$ cat src/hw/tcm_pkg.sv
// Purpose: Shared constants for the channel 3/4 mode configuration block
// Assumes: 32-bit AXI4-Lite register bus, 12-bit byte addresses
// Notes:   Each channel owns one byte of the mode register
`default_nettype none

package tcm_pkg;

    // Byte addresses
    localparam logic [11:0] ADDR_SLAVE  = 12'h008;
    localparam logic [11:0] ADDR_MODE   = 12'h01c;
    localparam logic [11:0] ADDR_ENPOL  = 12'h020;
    localparam logic [11:0] ADDR_STATUS = 12'h030;

    // Values after reset and writable masks
    localparam logic [15:0] MODE_RESET  = 16'h0000;
    localparam logic [15:0] ENPOL_RESET = 16'h0000;
    localparam logic [15:0] SLAVE_RESET = 16'h0000;
    localparam logic [15:0] ENPOL_MASK  = 16'h3300;
    localparam logic [15:0] SLAVE_MASK  = 16'h0070;

    // Field positions inside one channel byte
    localparam int CH_STRIDE = 8;
    localparam int SEL_LSB   = 0;
    localparam int PSC_LSB   = 2;
    localparam int FLT_LSB   = 4;
    localparam int OC_LSB    = 2;

    // Enable/polarity nibbles, trigger source select field
    localparam int ENPOL_LSB    = 8;
    localparam int ENPOL_STRIDE = 4;
    localparam int EN_OFS       = 0;
    localparam int POL_OFS      = 1;
    localparam int TRIGGER_SOURCE_SELECT_LSB     = 4;
    localparam logic [2:0] TRIGGER_SOURCE_SELECT_INTERNAL_MAX = 3'h3;

    // Status nibble per channel
    localparam int STAT_STRIDE = 4;

    localparam logic [1:0] RESP_OKAY   = 2'h0;
    localparam logic [1:0] RESP_SLVERR = 2'h2;

    typedef enum logic [1:0] {
        TCM_DIR_OUT,
        TCM_DIR_OWN,
        TCM_DIR_NEIGH,
        TCM_DIR_TRIG
    } tcm_dir_e;

endpackage

`default_nettype wire

$ cat src/hw/tcm_capture_prescaler.sv
// Purpose: Edge select and capture prescaler for one input channel
// Assumes: level is the filtered channel input
// Notes:   Counter is held clear while the capture is disabled
`default_nettype none

module tcm_capture_prescaler (
    input  wire logic       aclk,
    input  wire logic       aresetn,
    input  wire logic       enable,
    input  wire logic       polarity,
    input  wire logic [1:0] ratio,
    input  wire logic       level,
    output logic            trig_q,
    output logic            capture_q
);

    logic       lvl;
    logic       edge_w;
    logic       last;
    logic [2:0] count_q;
    logic [2:0] top;

    assign lvl    = level ^ polarity;
    assign edge_w = lvl & ~trig_q;

    always_comb begin
        case (ratio)
            2'h0:    top = 3'h0;
            2'h1:    top = 3'h1;
            2'h2:    top = 3'h3;
            default: top = 3'h7;
        endcase
    end

    assign last = count_q >= top;

    always_ff @(posedge aclk) begin
        if (!aresetn) begin
            trig_q    <= 1'b0;
            count_q   <= 3'h0;
            capture_q <= 1'b0;
        end else begin
            trig_q    <= lvl;
            capture_q <= enable & edge_w & last;
            if (!enable) begin
                count_q <= 3'h0;
            end else if (edge_w) begin
                count_q <= last ? 3'h0 : count_q + 3'h1;
            end
        end
    end
endmodule

`default_nettype wire

$ cat src/hw/tcm_input_filter.sv
// Purpose: Digital input filter, flips output after N equal samples
// Assumes: Dead-time and kernel clock both equal aclk
// Notes:   div_cnt is a free-running counter shared by both channels
`default_nettype none

module tcm_input_filter (
    input  wire logic       aclk,
    input  wire logic       aresetn,
    input  wire logic [3:0] setting,
    input  wire logic [4:0] div_cnt,
    input  wire logic       sample_in,
    output logic            filtered_q
);

    logic [3:0] need;
    logic [4:0] mask;
    logic [3:0] cnt_q;
    logic       sample_en;

    // Sampling divider mask and count of equal samples
    always_comb begin
        case (setting)
            4'h0:    begin mask = 5'h00; need = 4'h1; end
            4'h1:    begin mask = 5'h00; need = 4'h2; end
            4'h2:    begin mask = 5'h00; need = 4'h4; end
            4'h3:    begin mask = 5'h00; need = 4'h8; end
            4'h4:    begin mask = 5'h01; need = 4'h6; end
            4'h5:    begin mask = 5'h01; need = 4'h8; end
            4'h6:    begin mask = 5'h03; need = 4'h6; end
            4'h7:    begin mask = 5'h03; need = 4'h8; end
            4'h8:    begin mask = 5'h07; need = 4'h6; end
            4'h9:    begin mask = 5'h07; need = 4'h8; end
            4'ha:    begin mask = 5'h0f; need = 4'h5; end
            4'hb:    begin mask = 5'h0f; need = 4'h6; end
            4'hc:    begin mask = 5'h0f; need = 4'h8; end
            4'hd:    begin mask = 5'h1f; need = 4'h5; end
            4'he:    begin mask = 5'h1f; need = 4'h6; end
            default: begin mask = 5'h1f; need = 4'h8; end
        endcase
    end

    assign sample_en = (div_cnt & mask) == 5'h00;

    always_ff @(posedge aclk) begin
        if (!aresetn) begin
            cnt_q      <= 4'h0;
            filtered_q <= 1'b0;
        end else if (sample_en) begin
            if (sample_in == filtered_q) begin
                cnt_q <= 4'h0;
            end else if (cnt_q + 4'h1 >= need) begin
                cnt_q      <= 4'h0;
                filtered_q <= sample_in;
            end else begin
                cnt_q <= cnt_q + 4'h1;
            end
        end
    end
endmodule

`default_nettype wire

$ cat src/hw/tcm_mode_config.sv
// Purpose: Mode configuration and input routing for timer channels 3 and 4
// Assumes: AXI4-Lite slave, one write and one read in flight at most
// Notes:   Direction select is frozen while its channel is enabled
// Functional notes
// Ch4 output fields at bits 15..8
// Ch3 output fields at bits 7..0
// Ch4 input filter 15:12, prescaler 11:10
// Ch3 input filter 7:4, prescaler 3:2
// Ch4 select: output, own, neighbour input
// Ch4 select 11 routes internal trigger
// Ch3 select: output, own, neighbour input
// Ch3 select 11 routes internal trigger
// Ch4 select locked while channel enabled
// Ch3 select locked while channel enabled
// Upper six bits follow channel direction
// Filter flips after N equal samples
// Prescaler divides captures, cleared when disabled
// Polarity picks capture edge and trigger
//
// Our own choice: the AXI4-Lite interface to the registers.
`default_nettype none

module tcm_mode_config (
    input  wire logic        aclk,
    input  wire logic        aresetn,
    input  wire logic [11:0] awaddr,
    input  wire logic        awvalid,
    output logic             awready,
    input  wire logic [31:0] wdata,
    input  wire logic [3:0]  wstrb,
    input  wire logic        wvalid,
    output logic             wready,
    output logic [1:0]       bresp,
    output logic             bvalid,
    input  wire logic        bready,
    input  wire logic [11:0] araddr,
    input  wire logic        arvalid,
    output logic             arready,
    output logic [31:0]      rdata,
    output logic [1:0]       rresp,
    output logic             rvalid,
    input  wire logic        rready,
    input  wire logic        timer_input_three,
    input  wire logic        timer_input_four,
    input  wire logic        internal_trigger_signal,
    output logic             ch3_filtered_input,
    output logic             ch4_filtered_input,
    output logic             ch3_capture_event,
    output logic             ch4_capture_event,
    output logic             ch3_channel_enable,
    output logic             ch4_channel_enable,
    output logic [2:0]       ch3_compare_mode,
    output logic [2:0]       ch4_compare_mode,
    output logic             ch3_compare_clear_enable,
    output logic             ch4_compare_clear_enable,
    output logic             ch3_compare_preload_enable,
    output logic             ch4_compare_preload_enable,
    output logic             ch3_compare_fast_enable,
    output logic             ch4_compare_fast_enable
);

    // Register state
    logic [15:0] mode_q;
    logic [15:0] mode_d;
    logic [15:0] enpol_q;
    logic [15:0] slave_q;
    logic [4:0]  div_q;

    // Write channel state
    logic        aw_held_q;
    logic [11:0] awaddr_q;
    logic        w_held_q;
    logic [15:0] wdata_q;
    logic [1:0]  wstrb_q;
    logic        bvalid_q;
    logic [1:0]  bresp_q;

    // Read channel state
    logic        rvalid_q;
    logic [31:0] rdata_q;
    logic [1:0]  rresp_q;

    // Decode
    logic        do_write;
    logic        wr_mode;
    logic        wr_enpol;
    logic        wr_slave;
    logic        wr_hit;
    logic        rd_take;
    logic        rd_mode;
    logic        rd_enpol;
    logic        rd_slave;
    logic        rd_status;
    logic [15:0] rd_mux;
    logic        itr_sel;
    logic [15:0] status_w;

    // Per channel signals, index 0 is channel 3, index 1 is channel 4
    logic [1:0]  ti;
    logic [1:0]  ch_en;
    logic [1:0]  ch_pol;
    logic [1:0]  raw;
    logic [1:0]  filt;
    logic [1:0]  trig;
    logic [1:0]  cap;
    logic [1:0]  is_in;
    logic [5:0]  oc_q [2];

    assign ti      = {timer_input_four, timer_input_three};
    assign itr_sel = slave_q[tcm_pkg::TRIGGER_SOURCE_SELECT_LSB +: 3] <= tcm_pkg::TRIGGER_SOURCE_SELECT_INTERNAL_MAX;

    // Only channels 3 and 4 report status, the upper byte reads zero
    assign status_w[15:8] = 8'h00;

    // Write path: address and data taken in either order
    assign awready  = ~aw_held_q & ~bvalid_q;
    assign wready   = ~w_held_q & ~bvalid_q;
    assign do_write = aw_held_q & w_held_q & ~bvalid_q;
    assign wr_mode  = do_write & (awaddr_q[11:2] == tcm_pkg::ADDR_MODE[11:2]);
    assign wr_enpol = do_write & (awaddr_q[11:2] == tcm_pkg::ADDR_ENPOL[11:2]);
    assign wr_slave = do_write & (awaddr_q[11:2] == tcm_pkg::ADDR_SLAVE[11:2]);
    assign wr_hit   = wr_mode | wr_enpol | wr_slave
                    | (awaddr_q[11:2] == tcm_pkg::ADDR_STATUS[11:2]);
    assign bvalid   = bvalid_q;
    assign bresp    = bresp_q;

    always_ff @(posedge aclk) begin
        if (!aresetn) begin
            aw_held_q <= 1'b0;
            awaddr_q  <= 12'h000;
        end else if (awvalid & awready) begin
            aw_held_q <= 1'b1;
            awaddr_q  <= awaddr;
        end else if (do_write) begin
            aw_held_q <= 1'b0;
        end
    end

    always_ff @(posedge aclk) begin
        if (!aresetn) begin
            w_held_q <= 1'b0;
            wdata_q  <= 16'h0000;
            wstrb_q  <= 2'h0;
        end else if (wvalid & wready) begin
            w_held_q <= 1'b1;
            wdata_q  <= wdata[15:0];
            wstrb_q  <= wstrb[1:0];
        end else if (do_write) begin
            w_held_q <= 1'b0;
        end
    end

    always_ff @(posedge aclk) begin
        if (!aresetn) begin
            bvalid_q <= 1'b0;
            bresp_q  <= tcm_pkg::RESP_OKAY;
        end else if (do_write) begin
            bvalid_q <= 1'b1;
            bresp_q  <= wr_hit ? tcm_pkg::RESP_OKAY : tcm_pkg::RESP_SLVERR;
        end else if (bready) begin
            bvalid_q <= 1'b0;
        end
    end

    // Registers steered by software
    always_ff @(posedge aclk) begin
        if (!aresetn) begin
            mode_q  <= tcm_pkg::MODE_RESET;
            enpol_q <= tcm_pkg::ENPOL_RESET;
            slave_q <= tcm_pkg::SLAVE_RESET;
        end else begin
            mode_q <= mode_d;
            if (wr_enpol & wstrb_q[1]) begin
                enpol_q <= wdata_q & tcm_pkg::ENPOL_MASK;
            end
            if (wr_slave & wstrb_q[0]) begin
                slave_q <= wdata_q & tcm_pkg::SLAVE_MASK;
            end
        end
    end

    // Sampling divider for the input filters
    always_ff @(posedge aclk) begin
        if (!aresetn) begin
            div_q <= 5'h00;
        end else begin
            div_q <= div_q + 5'h01;
        end
    end

    // Read path
    assign arready   = ~rvalid_q;
    assign rd_take   = arvalid & arready;
    assign rd_mode   = araddr[11:2] == tcm_pkg::ADDR_MODE[11:2];
    assign rd_enpol  = araddr[11:2] == tcm_pkg::ADDR_ENPOL[11:2];
    assign rd_slave  = araddr[11:2] == tcm_pkg::ADDR_SLAVE[11:2];
    assign rd_status = araddr[11:2] == tcm_pkg::ADDR_STATUS[11:2];
    assign rd_mux    = ({16{rd_mode}} & mode_q) | ({16{rd_enpol}} & enpol_q)
                     | ({16{rd_slave}} & slave_q) | ({16{rd_status}} & status_w);
    assign rvalid    = rvalid_q;
    assign rdata     = rdata_q;
    assign rresp     = rresp_q;

    always_ff @(posedge aclk) begin
        if (!aresetn) begin
            rvalid_q <= 1'b0;
            rdata_q  <= 32'h0000_0000;
            rresp_q  <= tcm_pkg::RESP_OKAY;
        end else if (rd_take) begin
            rvalid_q <= 1'b1;
            rdata_q  <= {16'h0000, rd_mux};
            rresp_q  <= (rd_mode | rd_enpol | rd_slave | rd_status)
                      ? tcm_pkg::RESP_OKAY : tcm_pkg::RESP_SLVERR;
        end else if (rready) begin
            rvalid_q <= 1'b0;
        end
    end

    genvar c;
    generate
        for (c = 0; c < 2; c++) begin : g_ch
            localparam int B = c * tcm_pkg::CH_STRIDE;
            logic [1:0] dir;
            logic       src_ok;
            logic       raw_pick;

            assign ch_en[c]  = enpol_q[tcm_pkg::ENPOL_LSB + c * tcm_pkg::ENPOL_STRIDE + tcm_pkg::EN_OFS];
            assign ch_pol[c] = enpol_q[tcm_pkg::ENPOL_LSB + c * tcm_pkg::ENPOL_STRIDE + tcm_pkg::POL_OFS];
            assign dir       = mode_q[B + tcm_pkg::SEL_LSB +: 2];
            assign is_in[c]  = dir != tcm_pkg::TCM_DIR_OUT;

            // Byte update: direction bits frozen while the channel is on
            assign mode_d[B + 2 +: 6] = (wr_mode & wstrb_q[c])
                                      ? wdata_q[B + 2 +: 6] : mode_q[B + 2 +: 6];
            assign mode_d[B +: 2] = (wr_mode & wstrb_q[c] & ~ch_en[c])
                                  ? wdata_q[B +: 2] : mode_q[B +: 2];

            // Input routing
            assign src_ok = (dir != tcm_pkg::TCM_DIR_TRIG) | itr_sel;
            always_comb begin
                case (dir)
                    tcm_pkg::TCM_DIR_OWN:   raw_pick = ti[c];
                    tcm_pkg::TCM_DIR_NEIGH: raw_pick = ti[1 - c];
                    tcm_pkg::TCM_DIR_TRIG:  raw_pick = internal_trigger_signal;
                    default:                raw_pick = 1'b0;
                endcase
            end
            assign raw[c] = raw_pick & src_ok;

            tcm_input_filter u_filter (
                .aclk       (aclk),
                .aresetn    (aresetn),
                .setting    (mode_q[B + tcm_pkg::FLT_LSB +: 4]),
                .div_cnt    (div_q),
                .sample_in  (raw[c]),
                .filtered_q (filt[c])
            );

            tcm_capture_prescaler u_psc (
                .aclk      (aclk),
                .aresetn   (aresetn),
                .enable    (ch_en[c] & is_in[c]),
                .polarity  (ch_pol[c]),
                .ratio     (mode_q[B + tcm_pkg::PSC_LSB +: 2]),
                .level     (filt[c]),
                .trig_q    (trig[c]),
                .capture_q (cap[c])
            );

            // Output compare settings only while the channel is an output
            always_ff @(posedge aclk) begin
                if (!aresetn) begin
                    oc_q[c] <= 6'h00;
                end else begin
                    oc_q[c] <= is_in[c] ? 6'h00 : mode_q[B + tcm_pkg::OC_LSB +: 6];
                end
            end

            assign status_w[c * tcm_pkg::STAT_STRIDE +: tcm_pkg::STAT_STRIDE] =
                {1'b0, is_in[c], src_ok & is_in[c], filt[c]};

        end
    endgenerate

    assign ch3_filtered_input         = trig[0];
    assign ch4_filtered_input         = trig[1];
    assign ch3_capture_event          = cap[0];
    assign ch4_capture_event          = cap[1];
    assign ch3_channel_enable         = ch_en[0];
    assign ch4_channel_enable         = ch_en[1];
    assign ch3_compare_fast_enable    = oc_q[0][0];
    assign ch3_compare_preload_enable = oc_q[0][1];
    assign ch3_compare_mode           = oc_q[0][4:2];
    assign ch3_compare_clear_enable   = oc_q[0][5];
    assign ch4_compare_fast_enable    = oc_q[1][0];
    assign ch4_compare_preload_enable = oc_q[1][1];
    assign ch4_compare_mode           = oc_q[1][4:2];
    assign ch4_compare_clear_enable   = oc_q[1][5];

endmodule

`default_nettype wire

$ cat config.mk
export PLATFORM = sky130hd
export DESIGN_NAME = tcm_mode_config
export DESIGN_NICKNAME = d
export VERILOG_FILES = /design/src/hw/tcm_pkg.sv /design/src/hw/tcm_capture_prescaler.sv /design/src/hw/tcm_input_filter.sv /design/src/hw/tcm_mode_config.sv
export SDC_FILE = /design/constraint.sdc
export NUM_CORES = 1
export LEC_CHECK = 0
export BUFFER_PORTS_ARGS = -buffer_cell sky130_fd_sc_hd__buf_4
export CORE_MARGIN = 1.5
export CORE_UTILIZATION = 50
export CTS_BUF_LIST = sky130_fd_sc_hd__clkbuf_8
export DETAILED_ROUTE_END_ITERATION = 8
export GPL_TIMING_DRIVEN = 0
export MAX_ROUTING_LAYER = met4
export PLACE_DENSITY_LB_ADDON = 0.3
export REMOVE_ABC_BUFFERS = 1
export SLEW_MARGIN = 10
export SYNTH_ARGS = -nofsm -noshare
export SYNTH_HDL_FRONTEND = slang
export SYNTH_HIERARCHICAL = 1
export SYNTH_SLANG_ARGS = --single-unit
$ cat constraint.sdc
create_clock -name aclk -period 2.8 [get_ports aclk]
set_input_delay 0.56 -clock aclk [delete_from_list [all_inputs] [get_ports aclk]]
set_output_delay 0.56 -clock aclk [all_outputs]
set_load 0.005 [all_outputs]
==> results.py, run 1 <==
metrics = {
    "power": {
        "power_leakage_nw": 2.721,
        "irDropWorstVdd_mv": 0.2670,
        "p_per_area_mw_per_mm2": 454.9,
        "totalPowerFinal_mw": 2.907,
    },
    "route": {
        "drtAntennaViolNets": 0,
        "drt_iter0_drc": 262,
        "vias": 4663,
        "avgViaCountPerCell": 5.505,
        "drt-pass1-iter-count": 5,
        "wl_per_cell_um": 14.65,
        "drc": 0,
        "wl_um": 12410,
    },
    "worst_setup_path": {
        "cp.arrival_ns": 3.01,
        "cp_data_required_time_ns": 3.10,
        "setup.worst_path.end_class": "flop",
        "crit_chain": "buf_4 > ha_1 > mux2_2 > a22o_1 > ha_1 > nand2b_4 > a2111oi_4 > a21oi_2 > or3b_4 > o22ai_2",
        "slowest_delay_ns": 0.42,
        "critPathLaunchType": "flop",
        "cp_max_fo": 4,
        "path_common_cell": "ha_1",
        "crit_type": "flop to flop",
        "crit_path_top_delay_cell": "or3b_4",
    },
    "cts": {
        "tritoncts": "built",
        "cts_buffers": 9,
        "cts_root_buf": "clkbuf_8",
        "clk_latency_ns": 0.37,
        "htree_levels": 3,
        "holdBufCountCts": 0,
        "cts_sinks": 110,
        "cts_buffer_depth": 2,
        "clk_pin_slew_worst_paths_ns": 0.11,
    },
    "final_layout": {
        "layout_commonest_cell": "nand2_1",
        "nNetsFinal": 807,
        "diodes": 0,
        "mostFrequentLayoutCells": "129 x nand2_1, 104 x dfxtp_1, 94 x buf_4, 49 x a21oi_1, 34 x nor2_1",
        "drive_above_1_share": 0.2110,
        "instances_no_fill": 847,
        "syn_to_final_growth_pct": 17.48,
    },
    "yosys": {
        "yosys_warnings": 6,
        "syn_avg_cell_area_um2": 8.675,
        "synth_top_area_frac": 0.4049,
        "ys_dominant_reg_cell": "dfxtp_1",
        "yosys.cell_types.count": 63,
        "async_reset_ff_frac": 0,
        "seq_area_frac_synth": 0.4049,
        "ys_ff_latch": 110,
        "syn_area_mm2": 0.005439,
        "netlist_instances": 627,
        "yosysTopAreaCell": "dfxtp_1",
        "synthTopCellsByArea": "dfxtp_1 40%, nand2_1 8.9%, ha_1 7.1%",
        "synth-edff-count": 0,
    },
    "min_path": {
        "min_path_type": "primary input to flop",
    },
    "timing": {
        "finalMaxSlewViolations": 0,
        "min_period_over_period": 0.9685,
        "max_freq_ghz": 0.3688,
        "finalHoldViolCount": 0,
        "finClkSkew_ns": 0.01990,
        "slew_headroom": 0.4070,
        "finalCriticalPeriod_ns": 2.712,
        "rsz0062_at_grt": "no",
        "worstMarginPinSlew_ns": 0.8821,
        "setup_viol": 0,
    },
    "grt": {
        "grtUsageTotal": 0.2213,
        "grt-ovfl-total": 0,
        "grt_pass1_vias": 4230,
        "grt_pass1_wl_um": 19780,
        "grt_max_degree": 81,
        "antenna_found_initial": 0,
    },
    "floorplanning": {
        "dieArea_mm2": 0.01151,
        "initial_core_util": 0.5222,
        "dieHeight_um": 107.3,
        "row_count": 37,
        "fp.coreArea_mm2": 0.01042,
        "dieWidth_um": 107.3,
        "io_pins": 129,
    },
    "placement": {
        "place_congestion": 0.8326,
        "port_buffers": 88,
        "hpwl_um": 8953,
        "dpl.cell_count": 825,
    },
    "run": {
        "maxCapViolCount": 0,
    },
    "outcome": {
        "status": "completed",
    },
}
==> sequential cells by signal, indices dropped and copies added, names as in the netlist, 5 cells and up <==
register and cells:
oc_q 12, awaddr_q 10, mode_q 16, g_ch.u_filter/cnt_q 8
g_ch.u_psc/count_q 6, rdata 16, div_q 5, wdata_q 16
==> cell type report <==
cell class,instances,area [um2]
clock buffer,11,151.4
tap,136,170.2
timing repair buffer,94,705.7
clock inverter,5,63.81
fill,952,4026
sequential,110,2220
multi-input combinational,476,3022
inverter,15,57.56
==> metal layers <==
| layer | global-route usage | up-vias | wire [um] |
|---|---|---|---|
| li1 | - | 2312 | - |
| met1 | 0.2652 | 2184 | 5385 |
| met2 | 0.3885 | 150 | 6140 |
| met3 | 0.03814 | 17 | 754 |
| met4 | 0.04952 | 0 | 128 |
| met5 | - | - | 0 |
==> logic make-up after synthesis <==
| family | after synthesis | synth area share |
|---|---|---|
| AOI/OAI and AO/OA | 129 | 0.1599 |
| and+or+nand+nor | 256 | 0.2353 |
| buffers and inverters | 58 | 0.05245 |
| DFF | 110 | 0.4049 |
| xor gates and xnor gates | 12 | 0.01932 |
| muxes | 30 | 0.05613 |
| adders and majority gates | 31 | 0.07131 |
| other | 1 | 0.0006895 |
==> metrics by stage <==
stage	hold slack, ns	worst slack (ns)	TNS, ns	utilization	area [um2]
after floorplan	0.4350	0.1223	0	-	5274
after global placement	0.4418	-0.4740	-12.73	0.5861	6105
after detailed placement	0.4484	-0.1529	-0.8162	0.5868	6112
after CTS	0.4140	0.002870	0	0.6082	6335
after global routing	0.4209	0.005284	0	0.6135	6390
final	0.4213	0.08826	0	0.6135	6390
==> report_power, final <==
part	switching [mW]	internal (mW)
Sequential	0.0404	1.60
Clock	0.538	0.471
Combinational	0.143	0.110
==> critical path: cells and delay by family, from the launching register on <==
kind            cells  cell delay, ns
compound gates      4            0.84
simple gates        2            0.56
fa+ha+maj           2            0.47
flops               1            0.37
mux                 1            0.26
buf+inv             1            0.14
==> synthesized netlist by cell type, drive strengths merged, types with 7 or more instances <==
library cell  instances
a21oi                51
a31oi                 9
and3                 13
buf                  21
clkbuf               22
dfxtp               110
ha                   31
inv                  13
mux2i                26
nand2               131
nand2b                9
nand3                11
nand3b               10
nor2                 34
nor2b                 7
o21ai                19
o22ai                10
==> path summary, 6_finish.rpt <==
kind | to | slack (ns) | start | cells after the start
max reg2reg | g_ch[1].u_filter/cnt_q[0]$_SDFFE_PN0N_ | 0.09 | mode_q[12]$_SDFFE_PN0P_ | 10
max | g_ch[1].u_filter/cnt_q[0]$_SDFFE_PN0N_ | 0.09 | mode_q[12]$_SDFFE_PN0P_ | 10
min reg2reg | wdata_q[11]$_SDFFE_PN0P_ | 0.46 | wdata_q[11]$_SDFFE_PN0P_ | 2
min | wdata_q[10]$_SDFFE_PN0P_ | 0.42 | wdata[10] | 3
==> timing repair <==
| action | 4_1_cts | 5_1_grt |
|---|---|---|
| resized for setup | 5 | 6 |
| pin swaps | 0 | 2 |
| endpoints found under the setup margin | 8 | 8 |
| hold endpoints to repair | 0 | 0 |
| buffers inserted | 0 | 6 |
Note: power is estimated with default switching activity, not from simulation.
==> inputs of run 2 (changes only) <==
- CELL_PAD_IN_SITES_DETAIL_PLACEMENT: not set -> 0
- CELL_PAD_IN_SITES_GLOBAL_PLACEMENT: not set -> 1
- CORE_UTILIZATION: 50 -> 37
==> run 2 against run 1 <==
Wire length increased by 8.0%. Global-route usage shrank 4.6 points. First-iteration DRC count down 7.3%. Largest cell class unchanged.
==> results.py, run 2 (synthesis results as in run 1) <==
metrics = {
    "worst_setup_path": {
        "path_common_cell": "ha_1",
        "critPathLaunch": "mode_q[12]$_SDFFE_PN0P_",
        "slowest_delay_ns": 0.41,
        "cp.arrival_ns": 3.01,
        "crit_path_top_delay_cell": "or3b_4",
        "cp_max_fo": 6,
        "reg2reg_from": "mode_q[12]$_SDFFE_PN0P_",
        "setup.worst_path.end_class": "flop",
        "critPathLaunchType": "flop",
        "crit_type": "flop to flop",
        "cp_data_required_time_ns": 3.11,
        "crit_chain": "buf_4 > ha_1 > mux2_2 > a22o_1 > ha_1 > nand2b_4 > a2111oi_4 > a21oi_2 > or3b_4 > o22ai_2",
    },
    "route": {
        "vias": 4560,
        "wl_um": 13410,
        "drtAntennaViolNets": 0,
        "drc": 0,
        "drt-pass1-iter-count": 4,
        "wl_per_cell_um": 14.90,
        "avgViaCountPerCell": 5.067,
        "drt_iter0_drc": 243,
    },
    "placement": {
        "place_worst_setup_slack_ns": -0.1604,
        "hpwl_um": 9550,
        "port_buffers": 88,
        "place_congestion": 0.7858,
    },
    "floorplanning": {
        "fp.coreArea_mm2": 0.01442,
        "row_count": 44,
        "dieWidth_um": 124.2,
        "dieHeight_um": 124.2,
        "initial_core_util": 0.3771,
        "dieArea_mm2": 0.01544,
        "io_pins": 129,
    },
    "timing": {
        "setup_ws_ns": 0.1006,
        "max_freq_ghz": 0.3705,
        "finalHoldViolCount": 0,
        "setup_viol": 0,
        "finalCriticalPeriod_ns": 2.699,
        "finClkSkew_ns": 0.01109,
        "min_period_over_period": 0.9641,
        "slew_headroom": 0.3727,
        "finalMaxSlewViolations": 0,
        "finalSetupTns_ns": 0,
        "finalHoldWorstSlack_ns": 0.4149,
        "worstMarginPinSlew_ns": 0.9332,
    },
    "grt": {
        "grt-busiest-layer": "met2",
        "grt_max_degree": 81,
        "met2_usage": 0.2770,
        "grt-ovfl-total": 0,
        "grt_use_met1": 0.2273,
        "grtUsageTotal": 0.1757,
        "grt_pass1_vias": 4183,
        "use_met3": 0.02888,
        "antenna_found_initial": 0,
        "grt_pass1_wl_um": 21400,
    },
    "min_path": {
        "hp-start": "wdata[1]",
        "min_path_type": "primary input to flop",
    },
    "power": {
        "totalPowerFinal_mw": 2.979,
        "power_leakage_nw": 2.759,
        "irDropWorstVdd_mv": 0.2461,
        "p_per_area_mw_per_mm2": 458.6,
    },
    "final_layout": {
        "n_fill_cell": 1416,
        "finish.utilization": 0.4503,
        "diodes": 0,
        "nNetsFinal": 812,
        "drive_above_1_share": 0.2137,
        "mostFrequentLayoutCells": "129 x nand2_1, 104 x dfxtp_1, 99 x buf_4, 49 x a21oi_1, 34 x nor2_1",
        "layout_commonest_cell": "nand2_1",
        "syn_to_final_growth_pct": 19.42,
    },
    "cts": {
        "holdBufCountCts": 0,
        "tritoncts": "built",
        "cts_sinks": 110,
        "htree_levels": 3,
        "clk_pin_slew_worst_paths_ns": 0.11,
        "clk_latency_ns": 0.38,
        "cts_buffers": 9,
        "cts_buffer_depth": 2,
        "cts_root_buf": "clkbuf_8",
    },
    "outcome": {
        "status": "completed",
    },
    "run": {
        "maxCapViolCount": 0,
    },
}
[run 2: changes by cell type in the layout (fill, tap and decap cells not counted), sizes merged]
cell,previous run,this run
buf,94,99
bufinv,1,2
clkinvlp,1,0
inv,15,16
clkbuf,11,10
[run 2: layer usage]
layer / up-vias / share of wire
met5: - / 0
met4: 0 / 0.018
met3: 15 / 0.040
met2: 100 / 0.47
met1: 2117 / 0.47
li1: 2328 / -
[run 2: report_power, final]
group          internal, mW  switching (mW)
combinational         0.110           0.144
sequential             1.60          0.0398
clock                 0.528           0.552
[run 2: worst max-delay path: cells and delay by family (launching register included)]
kind / cells / cell delay (ns)
compound gates: 4 / 0.80
simple gates: 2 / 0.56
fa+ha+maj: 2 / 0.47
flops: 1 / 0.38
mux: 1 / 0.27
buf+inv: 1 / 0.14
[run 2: final timing paths]
check / endpoint / slack (ns) / cells past startpoint
worst max-delay path: g_ch[1].u_filter/cnt_q[0]$_SDFFE_PN0N_ / 0.10 / 10
worst min-delay path: wdata_q[1]$_SDFFE_PN0P_ / 0.41 / 3
worst max register to register: g_ch[1].u_filter/cnt_q[0]$_SDFFE_PN0N_ / 0.10 / 10
worst min register to register: mode_q[11]$_SDFFE_PN0P_ / 0.46 / 2
[run 2: cell type report]
type | instances | area, um2 | share of cell area
flip-flops and latches | 110 | 2220 | 0.3417
well taps | 184 | 230.2 | 0.03545
clock buffers | 10 | 137.6 | 0.02119
clock inverters | 6 | 85.08 | 0.01310
multi-input cells | 476 | 3022 | 0.4652
inverters | 15 | 57.56 | 0.008861
repair buffers | 99 | 743.2 | 0.1144
[run 2: through the flow]
| step | instances | area [um2] |
|---|---|---|
| floorplan | 601 | 5274 |
| global placement | 873 | 6165 |
| detailed placement | 873 | 6166 |
| CTS | 889 | 6400 |
| global route | 900 | 6495 |
| finish | 900 | 6495 |
[run 2: timing repair]
item	CTS	global route
endpoints found under the setup margin	8	8
pin swaps	0	3
gates cloned	0	0
buffers inserted	0	11
gates resized for setup	7	4
